## src/cdr_cfg_pkg.sv

```systemverilog
/*
 * Constants, field layouts and carrier types for the per-channel
 * recovery-loop configuration register bank of a quad retimer.
 * Assumes a serial programming front end elsewhere that turns frames
 * into single-cycle register read and write requests on this clock.
 */
// Operation
// Loop state bits 7:6 code 00b keeps the loop powered and in path (default), 01b powered but bypassed.
// Loop state code 10b powers the loop down with no signal through, 11b powers it down and bypasses.
// Bit 5 of the loop register set selects the alternating one-zero pattern lock mode.
// Bit 5 clear, the default, selects normal mode expecting about half of bits to transition.
// Bits 3:0 pick the rate divider, codes 0 to 8 giving 1, 2, 4, 8, 12, 16, 24, 32, 48, default 0.
// The comparison divider register is eight bits wide and resets to 40h.
// The comparison ratio equals the value written, 1 to 255, and software must not write zero.
// Output bits 7:6 pick the driver swing, default 10b, and 00b powers both buffers down.
// Output bit 3 set inverts the retimed data polarity, clear by default.
// Output bit 0 set inverts the recovered clock polarity, clear by default.
// Output bit 2 enables the data driver, default one, and clear powers it down.
// Output bit 1 enables the clock driver, default zero, and clear powers it down.
// Each channel owns a sixteen-byte page whose upper address nibble is the channel index plus four.
// After a rate change software pulses the channel soft reset, which keeps the setup registers.
// Every read-write bit, reserved ones too, reads back the last written value or its default.
package cdr_cfg_pkg;

    // ----------------------------------------------------------------
    // Geometry
    // ----------------------------------------------------------------
    localparam int          CHAN_COUNT      = 4;
    localparam int          ADDR_W          = 8;
    localparam int          DATA_W          = 8;
    localparam logic [3:0]  PAGE_FIRST      = 4'h4;
    localparam logic [3:0]  OFS_LOOP_RATE   = 4'h1;
    localparam logic [3:0]  OFS_COMPARE     = 4'h2;
    localparam logic [3:0]  OFS_OUTPUT      = 4'h3;

    // ----------------------------------------------------------------
    // Reset values
    // ----------------------------------------------------------------
    localparam logic [7:0]  RST_LOOP_RATE   = 8'h00;
    localparam logic [7:0]  RST_COMPARE     = 8'h40;
    localparam logic [7:0]  RST_OUTPUT      = 8'h84;
    localparam logic [7:0]  RD_IDLE         = 8'h00;

    // ----------------------------------------------------------------
    // Field positions
    // ----------------------------------------------------------------
    localparam int          LOOP_STATE_HI   = 7;
    localparam int          LOOP_STATE_LO   = 6;
    localparam int          ALT_PAT_BIT     = 5;
    localparam int          RATE_HI         = 3;
    localparam int          RATE_LO         = 0;
    localparam int          SWING_HI        = 7;
    localparam int          SWING_LO        = 6;
    localparam int          DATA_INV_BIT    = 3;
    localparam int          DATA_EN_BIT     = 2;
    localparam int          CLK_EN_BIT      = 1;
    localparam int          CLK_INV_BIT     = 0;

    // ----------------------------------------------------------------
    // Field codes
    // ----------------------------------------------------------------
    localparam logic [1:0]  LOOP_ACTIVE     = 2'h0;
    localparam logic [1:0]  LOOP_BYPASS     = 2'h1;
    localparam logic [1:0]  LOOP_OFF        = 2'h2;
    localparam logic [1:0]  LOOP_OFF_BYPASS = 2'h3;
    localparam logic [1:0]  SWING_OFF       = 2'h0;
    localparam logic [7:0]  COMPARE_MIN     = 8'h01;

    // Register select one-hot positions
    localparam int          SEL_LOOP        = 0;
    localparam int          SEL_COMPARE     = 1;
    localparam int          SEL_OUTPUT      = 2;

    // ----------------------------------------------------------------
    // Carriers
    // ----------------------------------------------------------------
    typedef struct packed {
        logic                wr_en;
        logic                rd_en;
        logic [ADDR_W-1:0]   addr;
        logic [DATA_W-1:0]   wr_data;
    } reg_req_t;

    typedef struct packed {
        logic                loop_powered;
        logic                loop_in_path;
        logic                signal_through;
        logic                alternating_pattern_mode;
        logic [3:0]          line_rate_divider;
        logic [5:0]          line_rate_ratio;
        logic [7:0]          compare_divider_value;
        logic [1:0]          out_swing;
        logic                data_drv_on;
        logic                clk_drv_on;
        logic                data_invert;
        logic                clk_invert;
    } chan_ctrl_t;

endpackage : cdr_cfg_pkg

```

## src/cdr_channel_regs.sv

```systemverilog
/*
 * Storage for one channel: loop/rate, comparison divider and output
 * driver registers. Assumes one-hot write selects from the page decoder.
 */
`timescale 1ns/1ns
module cdr_channel_regs
    import cdr_cfg_pkg::*;
(
    input  wire logic              i_clk,
    input  wire logic              i_rst_n,
    input  wire logic [2:0]        i_wr_sel,
    input  wire logic [DATA_W-1:0] i_wr_data,
    output logic      [DATA_W-1:0] o_loop_rate,
    output logic      [DATA_W-1:0] o_compare,
    output logic      [DATA_W-1:0] o_output
);

    // ----------------------------------------------------------------
    // Whole bytes kept, reserved bits included
    // ----------------------------------------------------------------
    always_ff @(posedge i_clk or negedge i_rst_n)
    begin
        if (!i_rst_n)
            o_loop_rate <= RST_LOOP_RATE;
        else if (i_wr_sel[SEL_LOOP])
            o_loop_rate <= i_wr_data;
    end

    always_ff @(posedge i_clk or negedge i_rst_n)
    begin
        if (!i_rst_n)
            o_compare <= RST_COMPARE;
        else if (i_wr_sel[SEL_COMPARE])
            o_compare <= i_wr_data;
    end

    always_ff @(posedge i_clk or negedge i_rst_n)
    begin
        if (!i_rst_n)
            o_output <= RST_OUTPUT;
        else if (i_wr_sel[SEL_OUTPUT])
            o_output <= i_wr_data;
    end

endmodule : cdr_channel_regs

```

## src/cdr_channel_config_regs.sv

```systemverilog
/*
 * Register bank for the four recovery-loop channels of a quad retimer,
 * with decoded per-channel controls for the analog side.
 * Assumes the serial programming front end runs on i_clk and presents
 * at most one request per cycle; asynchronous reset is synchronised here.
 * Offsets outside the three registers of each page belong to other
 * blocks; this bank ignores their writes and reads them back as zero.
 */
`timescale 1ns/1ns
module cdr_channel_config_regs
    import cdr_cfg_pkg::*;
(
    input  wire logic              i_clk,
    input  wire logic              i_reset_n,
    input  wire reg_req_t          i_req,
    output logic      [DATA_W-1:0] o_rd_data,
    output logic                   o_rd_valid,
    output chan_ctrl_t [CHAN_COUNT-1:0] o_chan_ctrl
);

    // ----------------------------------------------------------------
    // Decode helpers
    // ----------------------------------------------------------------
    function automatic logic page_hit(input logic [ADDR_W-1:0] addr, input int idx);
        logic [3:0] page;
        page = PAGE_FIRST + 4'(idx);
        return addr[7:4] == page;
    endfunction : page_hit

    function automatic logic [2:0] reg_select(input logic [ADDR_W-1:0] addr);
        logic [2:0] sel;
        sel = 3'h0;
        case (addr[3:0])
            OFS_LOOP_RATE: sel[SEL_LOOP]    = 1'b1;
            OFS_COMPARE:   sel[SEL_COMPARE] = 1'b1;
            OFS_OUTPUT:    sel[SEL_OUTPUT]  = 1'b1;
            default:       sel = 3'h0;
        endcase
        return sel;
    endfunction : reg_select

    // Codes past 1000b are undefined; they fall back to the largest ratio
    function automatic logic [5:0] rate_ratio(input logic [3:0] code);
        logic [5:0] r;
        case (code)
            4'h0:    r = 6'h01;
            4'h1:    r = 6'h02;
            4'h2:    r = 6'h04;
            4'h3:    r = 6'h08;
            4'h4:    r = 6'h0C;
            4'h5:    r = 6'h10;
            4'h6:    r = 6'h18;
            4'h7:    r = 6'h20;
            default: r = 6'h30;
        endcase
        return r;
    endfunction : rate_ratio

    // Swing code 00b powers both buffers down whatever the enables say
    function automatic logic swing_on(input logic [1:0] swing);
        return swing != SWING_OFF;
    endfunction : swing_on

    // ----------------------------------------------------------------
    // Reset release
    // ----------------------------------------------------------------
    // Every flop behind the synchronizer leaves reset on the same edge, two edges after release
    logic rst_meta_n;
    logic rst_n;

    always_ff @(posedge i_clk or negedge i_reset_n)
    begin
        if (!i_reset_n)
        begin
            rst_meta_n <= 1'b0;
            rst_n      <= 1'b0;
        end
        else
        begin
            rst_meta_n <= 1'b1;
            rst_n      <= rst_meta_n;
        end
    end

    // ----------------------------------------------------------------
    // Per-channel storage and decoding
    // ----------------------------------------------------------------
    logic [DATA_W-1:0] loop_rate [CHAN_COUNT];
    logic [DATA_W-1:0] compare   [CHAN_COUNT];
    logic [DATA_W-1:0] outctl    [CHAN_COUNT];
    chan_ctrl_t        next_ctrl [CHAN_COUNT];
    logic [2:0]        sel_now;

    assign sel_now = reg_select(i_req.addr);

    genvar ch;
    generate
        for (ch = 0; ch < CHAN_COUNT; ch++)
        begin : g_chan
            logic [2:0] wr_sel;

            // --------------------------------------------------------
            // Write select and storage
            // --------------------------------------------------------
            // Pages never overlap, so at most one channel takes a write
            assign wr_sel = (i_req.wr_en && page_hit(i_req.addr, ch)) ? sel_now : 3'h0;

            cdr_channel_regs cdr_channel_regs_i (
                .i_clk       (i_clk),
                .i_rst_n     (rst_n),
                .i_wr_sel    (wr_sel),
                .i_wr_data   (i_req.wr_data),
                .o_loop_rate (loop_rate[ch]),
                .o_compare   (compare[ch]),
                .o_output    (outctl[ch])
            );

            // --------------------------------------------------------
            // Control decode
            // --------------------------------------------------------
            always_comb
            begin
                logic [1:0] state;
                logic [1:0] swing;
                state = loop_rate[ch][LOOP_STATE_HI:LOOP_STATE_LO];
                swing = outctl[ch][SWING_HI:SWING_LO];
                next_ctrl[ch] = '0;
                case (state)
                    LOOP_ACTIVE:
                    begin
                        next_ctrl[ch].loop_powered   = 1'b1;
                        next_ctrl[ch].loop_in_path   = 1'b1;
                        next_ctrl[ch].signal_through = 1'b1;
                    end
                    LOOP_BYPASS:
                    begin
                        next_ctrl[ch].loop_powered   = 1'b1;
                        next_ctrl[ch].signal_through = 1'b1;
                    end
                    LOOP_OFF_BYPASS:
                        next_ctrl[ch].signal_through = 1'b1;
                    default:
                        next_ctrl[ch].signal_through = 1'b0;
                endcase
                next_ctrl[ch].alternating_pattern_mode = loop_rate[ch][ALT_PAT_BIT];
                next_ctrl[ch].line_rate_divider = loop_rate[ch][RATE_HI:RATE_LO];
                next_ctrl[ch].line_rate_ratio   = rate_ratio(loop_rate[ch][RATE_HI:RATE_LO]);
                // A forbidden zero is held at the minimum so the loop never stalls
                next_ctrl[ch].compare_divider_value =
                    (compare[ch] == 8'h00) ? COMPARE_MIN : compare[ch];
                next_ctrl[ch].out_swing   = swing;
                next_ctrl[ch].data_drv_on = outctl[ch][DATA_EN_BIT] && swing_on(swing);
                next_ctrl[ch].clk_drv_on  = outctl[ch][CLK_EN_BIT] && swing_on(swing);
                next_ctrl[ch].data_invert = outctl[ch][DATA_INV_BIT];
                next_ctrl[ch].clk_invert  = outctl[ch][CLK_INV_BIT];
            end

            // --------------------------------------------------------
            // Control stage
            // --------------------------------------------------------
            // Controls are registered so the analog side sees glitch-free levels
            always_ff @(posedge i_clk or negedge rst_n)
            begin
                if (!rst_n)
                begin
                    o_chan_ctrl[ch].loop_powered             <= 1'b1;
                    o_chan_ctrl[ch].loop_in_path             <= 1'b1;
                    o_chan_ctrl[ch].signal_through           <= 1'b1;
                    o_chan_ctrl[ch].alternating_pattern_mode <= 1'b0;
                    o_chan_ctrl[ch].line_rate_divider        <= RST_LOOP_RATE[RATE_HI:RATE_LO];
                    o_chan_ctrl[ch].line_rate_ratio          <= 6'h01;
                    o_chan_ctrl[ch].compare_divider_value    <= RST_COMPARE;
                    o_chan_ctrl[ch].out_swing                <= RST_OUTPUT[SWING_HI:SWING_LO];
                    o_chan_ctrl[ch].data_drv_on              <= RST_OUTPUT[DATA_EN_BIT];
                    o_chan_ctrl[ch].clk_drv_on               <= RST_OUTPUT[CLK_EN_BIT];
                    o_chan_ctrl[ch].data_invert              <= RST_OUTPUT[DATA_INV_BIT];
                    o_chan_ctrl[ch].clk_invert               <= RST_OUTPUT[CLK_INV_BIT];
                end
                else
                    o_chan_ctrl[ch] <= next_ctrl[ch];
            end
        end
    endgenerate

    // ----------------------------------------------------------------
    // Read path
    // ----------------------------------------------------------------
    // Unmapped offsets read as the idle value
    logic [DATA_W-1:0] next_rd_data;

    always_comb
    begin
        next_rd_data = RD_IDLE;
        for (int i = 0; i < CHAN_COUNT; i++)
        begin
            if (page_hit(i_req.addr, i))
            begin
                case (sel_now)
                    3'h1:    next_rd_data = loop_rate[i];
                    3'h2:    next_rd_data = compare[i];
                    3'h4:    next_rd_data = outctl[i];
                    default: next_rd_data = RD_IDLE;
                endcase
            end
        end
    end

    always_ff @(posedge i_clk or negedge rst_n)
    begin
        if (!rst_n)
            o_rd_data <= RD_IDLE;
        else if (i_req.rd_en)
            o_rd_data <= next_rd_data;
    end

    // Valid follows every read, mapped or not, so software never stalls
    always_ff @(posedge i_clk or negedge rst_n)
    begin
        if (!rst_n)
            o_rd_valid <= 1'b0;
        else
            o_rd_valid <= i_req.rd_en;
    end

endmodule : cdr_channel_config_regs

```

## config.mk

```make
export PLATFORM = sky130hd
export DESIGN_NAME = cdr_channel_config_regs
export DESIGN_NICKNAME = d
export VERILOG_FILES = /design/src/cdr_cfg_pkg.sv /design/src/cdr_channel_regs.sv /design/src/cdr_channel_config_regs.sv
export SDC_FILE = /design/constraint.sdc
export NUM_CORES = 1
export LEC_CHECK = 0
export ABC_AREA = 1
export BUFFER_PORTS_ARGS = -buffer_cell sky130_fd_sc_hd__buf_2
export CAP_MARGIN = 10
export CORE_MARGIN = 2
export CORE_UTILIZATION = 45
export DETAILED_ROUTE_END_ITERATION = 7
export PLACE_DENSITY = 0.75
export SYNTH_ARGS = -nofsm -noshare
export SYNTH_HDL_FRONTEND = slang
export SYNTH_SLANG_ARGS = --single-unit
```

## constraint.sdc

```tcl
create_clock -name i_clk -period 7.4 [get_ports i_clk]
set_input_delay 0 -clock i_clk [delete_from_list [all_inputs] [get_ports i_clk]]
set_output_delay 0 -clock i_clk [all_outputs]
set_load 0.02 [all_outputs]
```

==> flow_summary.toml, run 1 <==
[logic_synthesis]
ys_seq_area_frac = 0.643
ys.warnings.count = 0
synthDistinctLibCells = 34
syn_area_um2 = 8600
synthCells = 847
synth.avg_cell_area_um2 = 10.1
synth_edf_count = 0
ys.flop_type = "dfrtp_1"
synth-seq-cells = 219
synth_nets = 883
async_flop_share = 1.00

[floorplanning]
core_area_um2 = 18700
io_pins = 141
start_util = 0.460
rows = 50
dieArea_um2 = 20200
die_w_um = 142
dieHeight_um = 142

[hold_path]
hp-start = "i_req[13]"
min_delay_path_depth = 6
hold_class = "input port to register"
holdPathEnd = "g_chan[0].cdr_channel_regs_i.o_output[2]"

[sta]
setup_ws_ps = 5530
holdWs_ps = 83.0
rsz0062_at_grt = "no"
max_freq_mhz = 534
drv_slew = 0
worst_slew_pin_slew_ps = 972
finalCritPeriodShare = 0.253
setup_tns_ps = 0
slew_headroom = 0.352
clock_skew_ps = 12.0
finalHoldViolations = 0
final.min_clock_period_ps = 1870
setup-violations-final = 0

[global_routing]
grt_use_total = 0.200
grt_pass1_wl_um = 31800
antenna_found_initial = 1
grt_max_degree = 85
overflow = 0
grt_pass1_vias = 5911

[setup_path]
critPathMaxStageDelay_ps = 920
slowest_stage = "dfrtp_4"
crit_family = "flip-flops"
crit_chain = "buf_4"
rr_endpoint = "o_chan_ctrl[102]"
r2r_setup_slack_ps = 5530
r2r_cells = 1
critPathBufInv = 1
worstPathArrival_ps = 2350
crit_type = "register to asynchronous set/reset pin"
reg2reg_from = "rst_n"
end_kind = "asynchronous set/reset pin"
start_kind = "register"
required_ps = 7880
critPathMaxFanout = 84

[cts]
clock_sinks = 219
cts_setup_buffers = 0
clkTransAtPathRegs_ps = 60
cts_tree = "yes"
clockBufferDepth = 3
htree_num_levels = 1
numCtsBuffers = 22
cts_root_buf = "clkbuf_16"
ctsResizeCount = 0
insertion_delay_ps = 500

[detailed_routing]
via_per_inst = 5.13
routed_wl_um = 19800
drc_errors = 0
wire_per_inst_um = 16.2
drt_pass1_iterations = 5
initialDrtViolationCount = 583
drtAntennaViolNets = 0
vias = 6265

[placement]
portBuffers = 140
dpl_worst_slack_ps = 5420
place_area_um2 = 9340
hpwl_um = 13300
place_congestion = 0.875

[run_status]
status = "complete, no violations"

[pwr]
p_per_area_nw_per_um2 = 270
ir_drop_mv = 0.127
finalPower_w = 0.00279
leakage_nw = 5.01

[cells_and_area]
register_area_um2 = 5530
fill_cells = 1624
synthToLayoutAreaGrowth_pct = 20.1
drive_above_1_share = 0.255
stdcell_area_um2 = 10300
multiInputGateArea_um2 = 2530
fin_nets = 1006

[run]
drv_cap = 0
[layout by cell type (no fill, tap or decap), types with 5 or more instances in the layout]
master         netlist  final
dlygate4sd3_1        0     15
nand2_2              9      9
nand2_1            157    157
nor3_1               8      8
inv_1               63     63
nor2_1              43     42
a21oi_1             13     13
buf_2               12    140
o21ai_0             85     85
nor2_4               6      7
bufinv_16            0      5
o21ai_1             34     34
ha_1                16     16
dfrtp_1            179    178
dfstp_2             40     40
nand3_1            104    104
clkbuf_16            0     23
[repair_timing]
| item | in CTS | in global routing |
|---|---|---|
| hold buffers | 15 | 0 |
| endpoints found under the hold margin | 36 | 0 |
| setup endpoints to repair | 0 | 0 |
[power breakdown]
| group | leakage (nW) | total [W] | switching (W) | internal (W) |
|---|---|---|---|---|
| Clock | 0.402 | 0.00123 | 0.000453 | 0.000775 |
| Combinational | 1.89 | 0.000228 | 0.000159 | 0.0000694 |
| Sequential | 2.72 | 0.00133 | 0.0000524 | 0.00128 |
[metrics by stage]
stage,instances,util
after global routing,1221,0.552
final,1221,0.552
after CTS,1220,0.552
after detailed placement,1165,0.499
after floorplan,847,-
after global placement,1165,0.499
[area by class of cell]
class | count | share of cell area
Sequential cell | 219 | 0.536
Multi-Input combinational cell | 501 | 0.245
Timing Repair Buffer | 159 | 0.0853
Clock buffer | 27 | 0.0601
Tap cell | 234 | 0.0284
Inverter | 67 | 0.0246
Clock inverter | 13 | 0.0200
Antenna cell | 1 | 0.000242
[worst max-delay path by stage]
stage	slack, ps	to	startpoint	cells after the start
2_1_floorplan	920	g_chan[0].cdr_channel_regs_i.o_compare[0]	rst_n	0
3_3_place_gp	5460	o_chan_ctrl[102]	rst_n	1
3_5_place_dp	5420	o_chan_ctrl[100]	rst_n	1
4_1_cts	5410	o_chan_ctrl[102]	rst_n	1
5_1_grt	5180	o_chan_ctrl[102]	rst_n	1
6_report	5530	o_chan_ctrl[102]	rst_n	1
[cell families (layout without fill, tap and decap cells)]
kind of cell,Yosys count,after routing,share of synthesized area
fa+ha+maj,16,16,0.0233
flops,219,219,0.643
other cells,1,2,0.000436
compound gates,144,144,0.0875
simple gates,340,340,0.182
buf+inv,127,266,0.0632
[Yosys cell counts (4+ instances only)]
master      n  share of area
o21ai_1    34          0.020
o21ai_0    85          0.049
dfrtp_1   179           0.52
nor3_1      8         0.0047
a21oi_1    13         0.0076
nor2_4      6         0.0079
inv_1      63          0.028
nand2_1   157          0.069
o21a_1      4         0.0035
buf_2      12         0.0070
nand3_1   104          0.061
a211oi_1    4         0.0035
nor2_1     43          0.019
nand2_2     9         0.0065
buf_6       6         0.0079
dfstp_2    40           0.12
clkbuf_1   41          0.018
ha_1       16          0.023
[worst min-delay path, stage by stage]
cell	delay (ps)
buf_2	140
nor3_4	90
nand2_4	110
nor2_4	90
nand2_1	60
o21ai_0	70
[sequential cells by signal, summed over array words and instances, names as in the netlist]
name / count
o_chan_ctrl: 112
o_rd_valid: 1
g_chan.cdr_channel_regs_i.o_output: 32
rst_n: 1
o_rd_data: 8
rst_meta_n: 1
g_chan.cdr_channel_regs_i.o_compare: 32
g_chan.cdr_channel_regs_i.o_loop_rate: 32
[layer usage]
metal,global-route usage,share of wire
met5,0,0
met4,0.0553,0.019
met3,0.0347,0.073
met2,0.322,0.47
met1,0.282,0.44
Note: power is estimated with default switching activity, not from simulation.
==> inputs of run 2 (changes only) <==
clock period = 1.85 ns   (was 7.4 ns; I/O delays follow)
==> flow_summary.toml, run 2 (synthesis gave the netlist of run 1 again) <==
[floorplanning]
rows = 50
dieHeight_um = 142
io_pins = 141
start_util = 0.460
core_area_um2 = 18700
dieArea_um2 = 20200
die_w_um = 142

[cts]
clkTransAtPathRegs_ps = 60
clock_sinks = 219
numCtsBuffers = 22
cts_root_buf = "clkbuf_16"
cts_setup_buffers = 0
cts_tree = "yes"
insertion_delay_ps = 500
ctsResizeCount = 0
htree_num_levels = 1
clockBufferDepth = 3

[hold_path]
hold_class = "input port to register"

[sta]
drv_slew = 0
final.min_clock_period_ps = 1590
setup_ws_ps = 263
rsz0062_at_grt = "no"
max_freq_mhz = 630
setup-violations-final = 0
worst_slew_pin_slew_ps = 571
finalCritPeriodShare = 0.858
setup_tns_ps = 0
clock_skew_ps = 6.83
slew_headroom = 0.619
holdWs_ps = 57.8
finalHoldViolations = 0

[pwr]
p_per_area_nw_per_um2 = 1050
leakage_nw = 5.06
p_seq_frac = 0.486
comb_power_share = 0.087
internal-power_w = 0.00825
sw_frac_of_total = 0.245
power_switching_w = 0.00267
finalPower_w = 0.0109
ir_drop_mv = 0.562
clockPowerShare = 0.427

[cells_and_area]
mostFrequentLayoutCells = "dfrtp_1, nand2_1, buf_2, nand3_1, o21ai_0"
synthToLayoutAreaGrowth_pct = 20.8
largest_reg_flops = 112
final_common_cell = "dfrtp_1"
top_register = "o_chan_ctrl"
drive_above_1_share = 0.261
fin_nets = 1015

[global_routing]
grt_pass1_wl_um = 32000
grt_use_total = 0.202
grt_max_degree = 54
antenna_found_initial = 1
overflow = 0
grt_pass1_vias = 5973

[placement]
dpl_worst_slack_ps = 234
portBuffers = 140
hpwl_um = 13700
place_congestion = 0.857

[detailed_routing]
vias = 6305
wire_per_inst_um = 16.3
routed_wl_um = 20000
drc_errors = 0
drtAntennaViolNets = 0
initialDrtViolationCount = 531
via_per_inst = 5.13
drt_pass1_iterations = 7

[run_status]
status = "complete, no violations"

[setup_path]
critPathMaxFanout = 16
critPathLaunch = "i_req[15]"
end_kind = "register"
start_kind = "input port"
r2r_setup_slack_ps = 530
worstPathArrival_ps = 2020
reg2reg_from = "g_chan[1].cdr_channel_regs_i.o_loop_rate[3]"
crit_type = "input port to register"
required_ps = 2280
rr_endpoint = "o_rd_data[3]"
crit_end = "g_chan[0].cdr_channel_regs_i.o_output[7]"
r2r_cells = 6

[run]
drv_cap = 0
[run 2: repair_timing]
action / in CTS / in global routing
hold buffers: 14 / 0
endpoints found under the setup margin: 0 / 0
endpoints found under the hold margin: 32 / 0
[run 2: power groups by stage]
stage / combinational (W) / sequential, W / clock (W)
final: 0.000954 / 0.00531 / 0.00466
after global routing: 0.00106 / 0.00535 / 0.00492
after CTS: 0.000964 / 0.00531 / 0.00474
after detailed placement: 0.000940 / 0.00539 / 0
after global placement: 0.000920 / 0.00539 / 0
after floorplan: 0.000346 / 0.00560 / 0
[run 2: worst max-delay path, stage by stage]
cell           delay, ps
buf_2                110
nor2_4               270
inv_4                110
nor3_4               340
nand2_4              140
nor2_4               300
nand2_1              110
dlygate4sd3_1        560
o21ai_0               70
[run 2: worst min path at each step]
stage / endpoint / depth (start not counted) / slack (ps) / from
floorplan: rst_meta_n / 0 / -300 / i_reset_n
global placement: rst_meta_n / 1 / -210 / i_reset_n
detailed placement: rst_meta_n / 1 / -210 / i_reset_n
CTS: g_chan[0].cdr_channel_regs_i.o_loop_rate[0] / 6 / 40 / i_req[10]
global route: g_chan[0].cdr_channel_regs_i.o_compare[6] / 6 / 100 / i_req[13]
finish: g_chan[0].cdr_channel_regs_i.o_loop_rate[0] / 6 / 60 / i_req[10]
[run 2: cell type report]
class | instances | area [µm²]
multi-input cells | 501 | 2530
repair buffers | 168 | 983
inverters | 67 | 254
well taps | 234 | 293
clock inverters | 8 | 106
clock buffers | 32 | 679
diodes | 1 | 2.50
fillers | 1587 | 8320
flip-flops and latches | 219 | 5530
[run 2: per-layer routing]
| metal | wire, µm | track usage |
|---|---|---|
| met5 | 0 | 0 |
| met1 | 8810 | 0.284 |
| met2 | 9150 | 0.317 |
| met3 | 1470 | 0.0394 |
| met4 | 563 | 0.0663 |
[run 2: through the flow]
step | cells | cell area, µm² | util
after floorplan | 847 | 8600 | -
after global placement | 1175 | 9450 | 0.505
after detailed placement | 1175 | 9450 | 0.505
after CTS | 1229 | 10400 | 0.555
after global routing | 1230 | 10400 | 0.555
final | 1230 | 10400 | 0.555
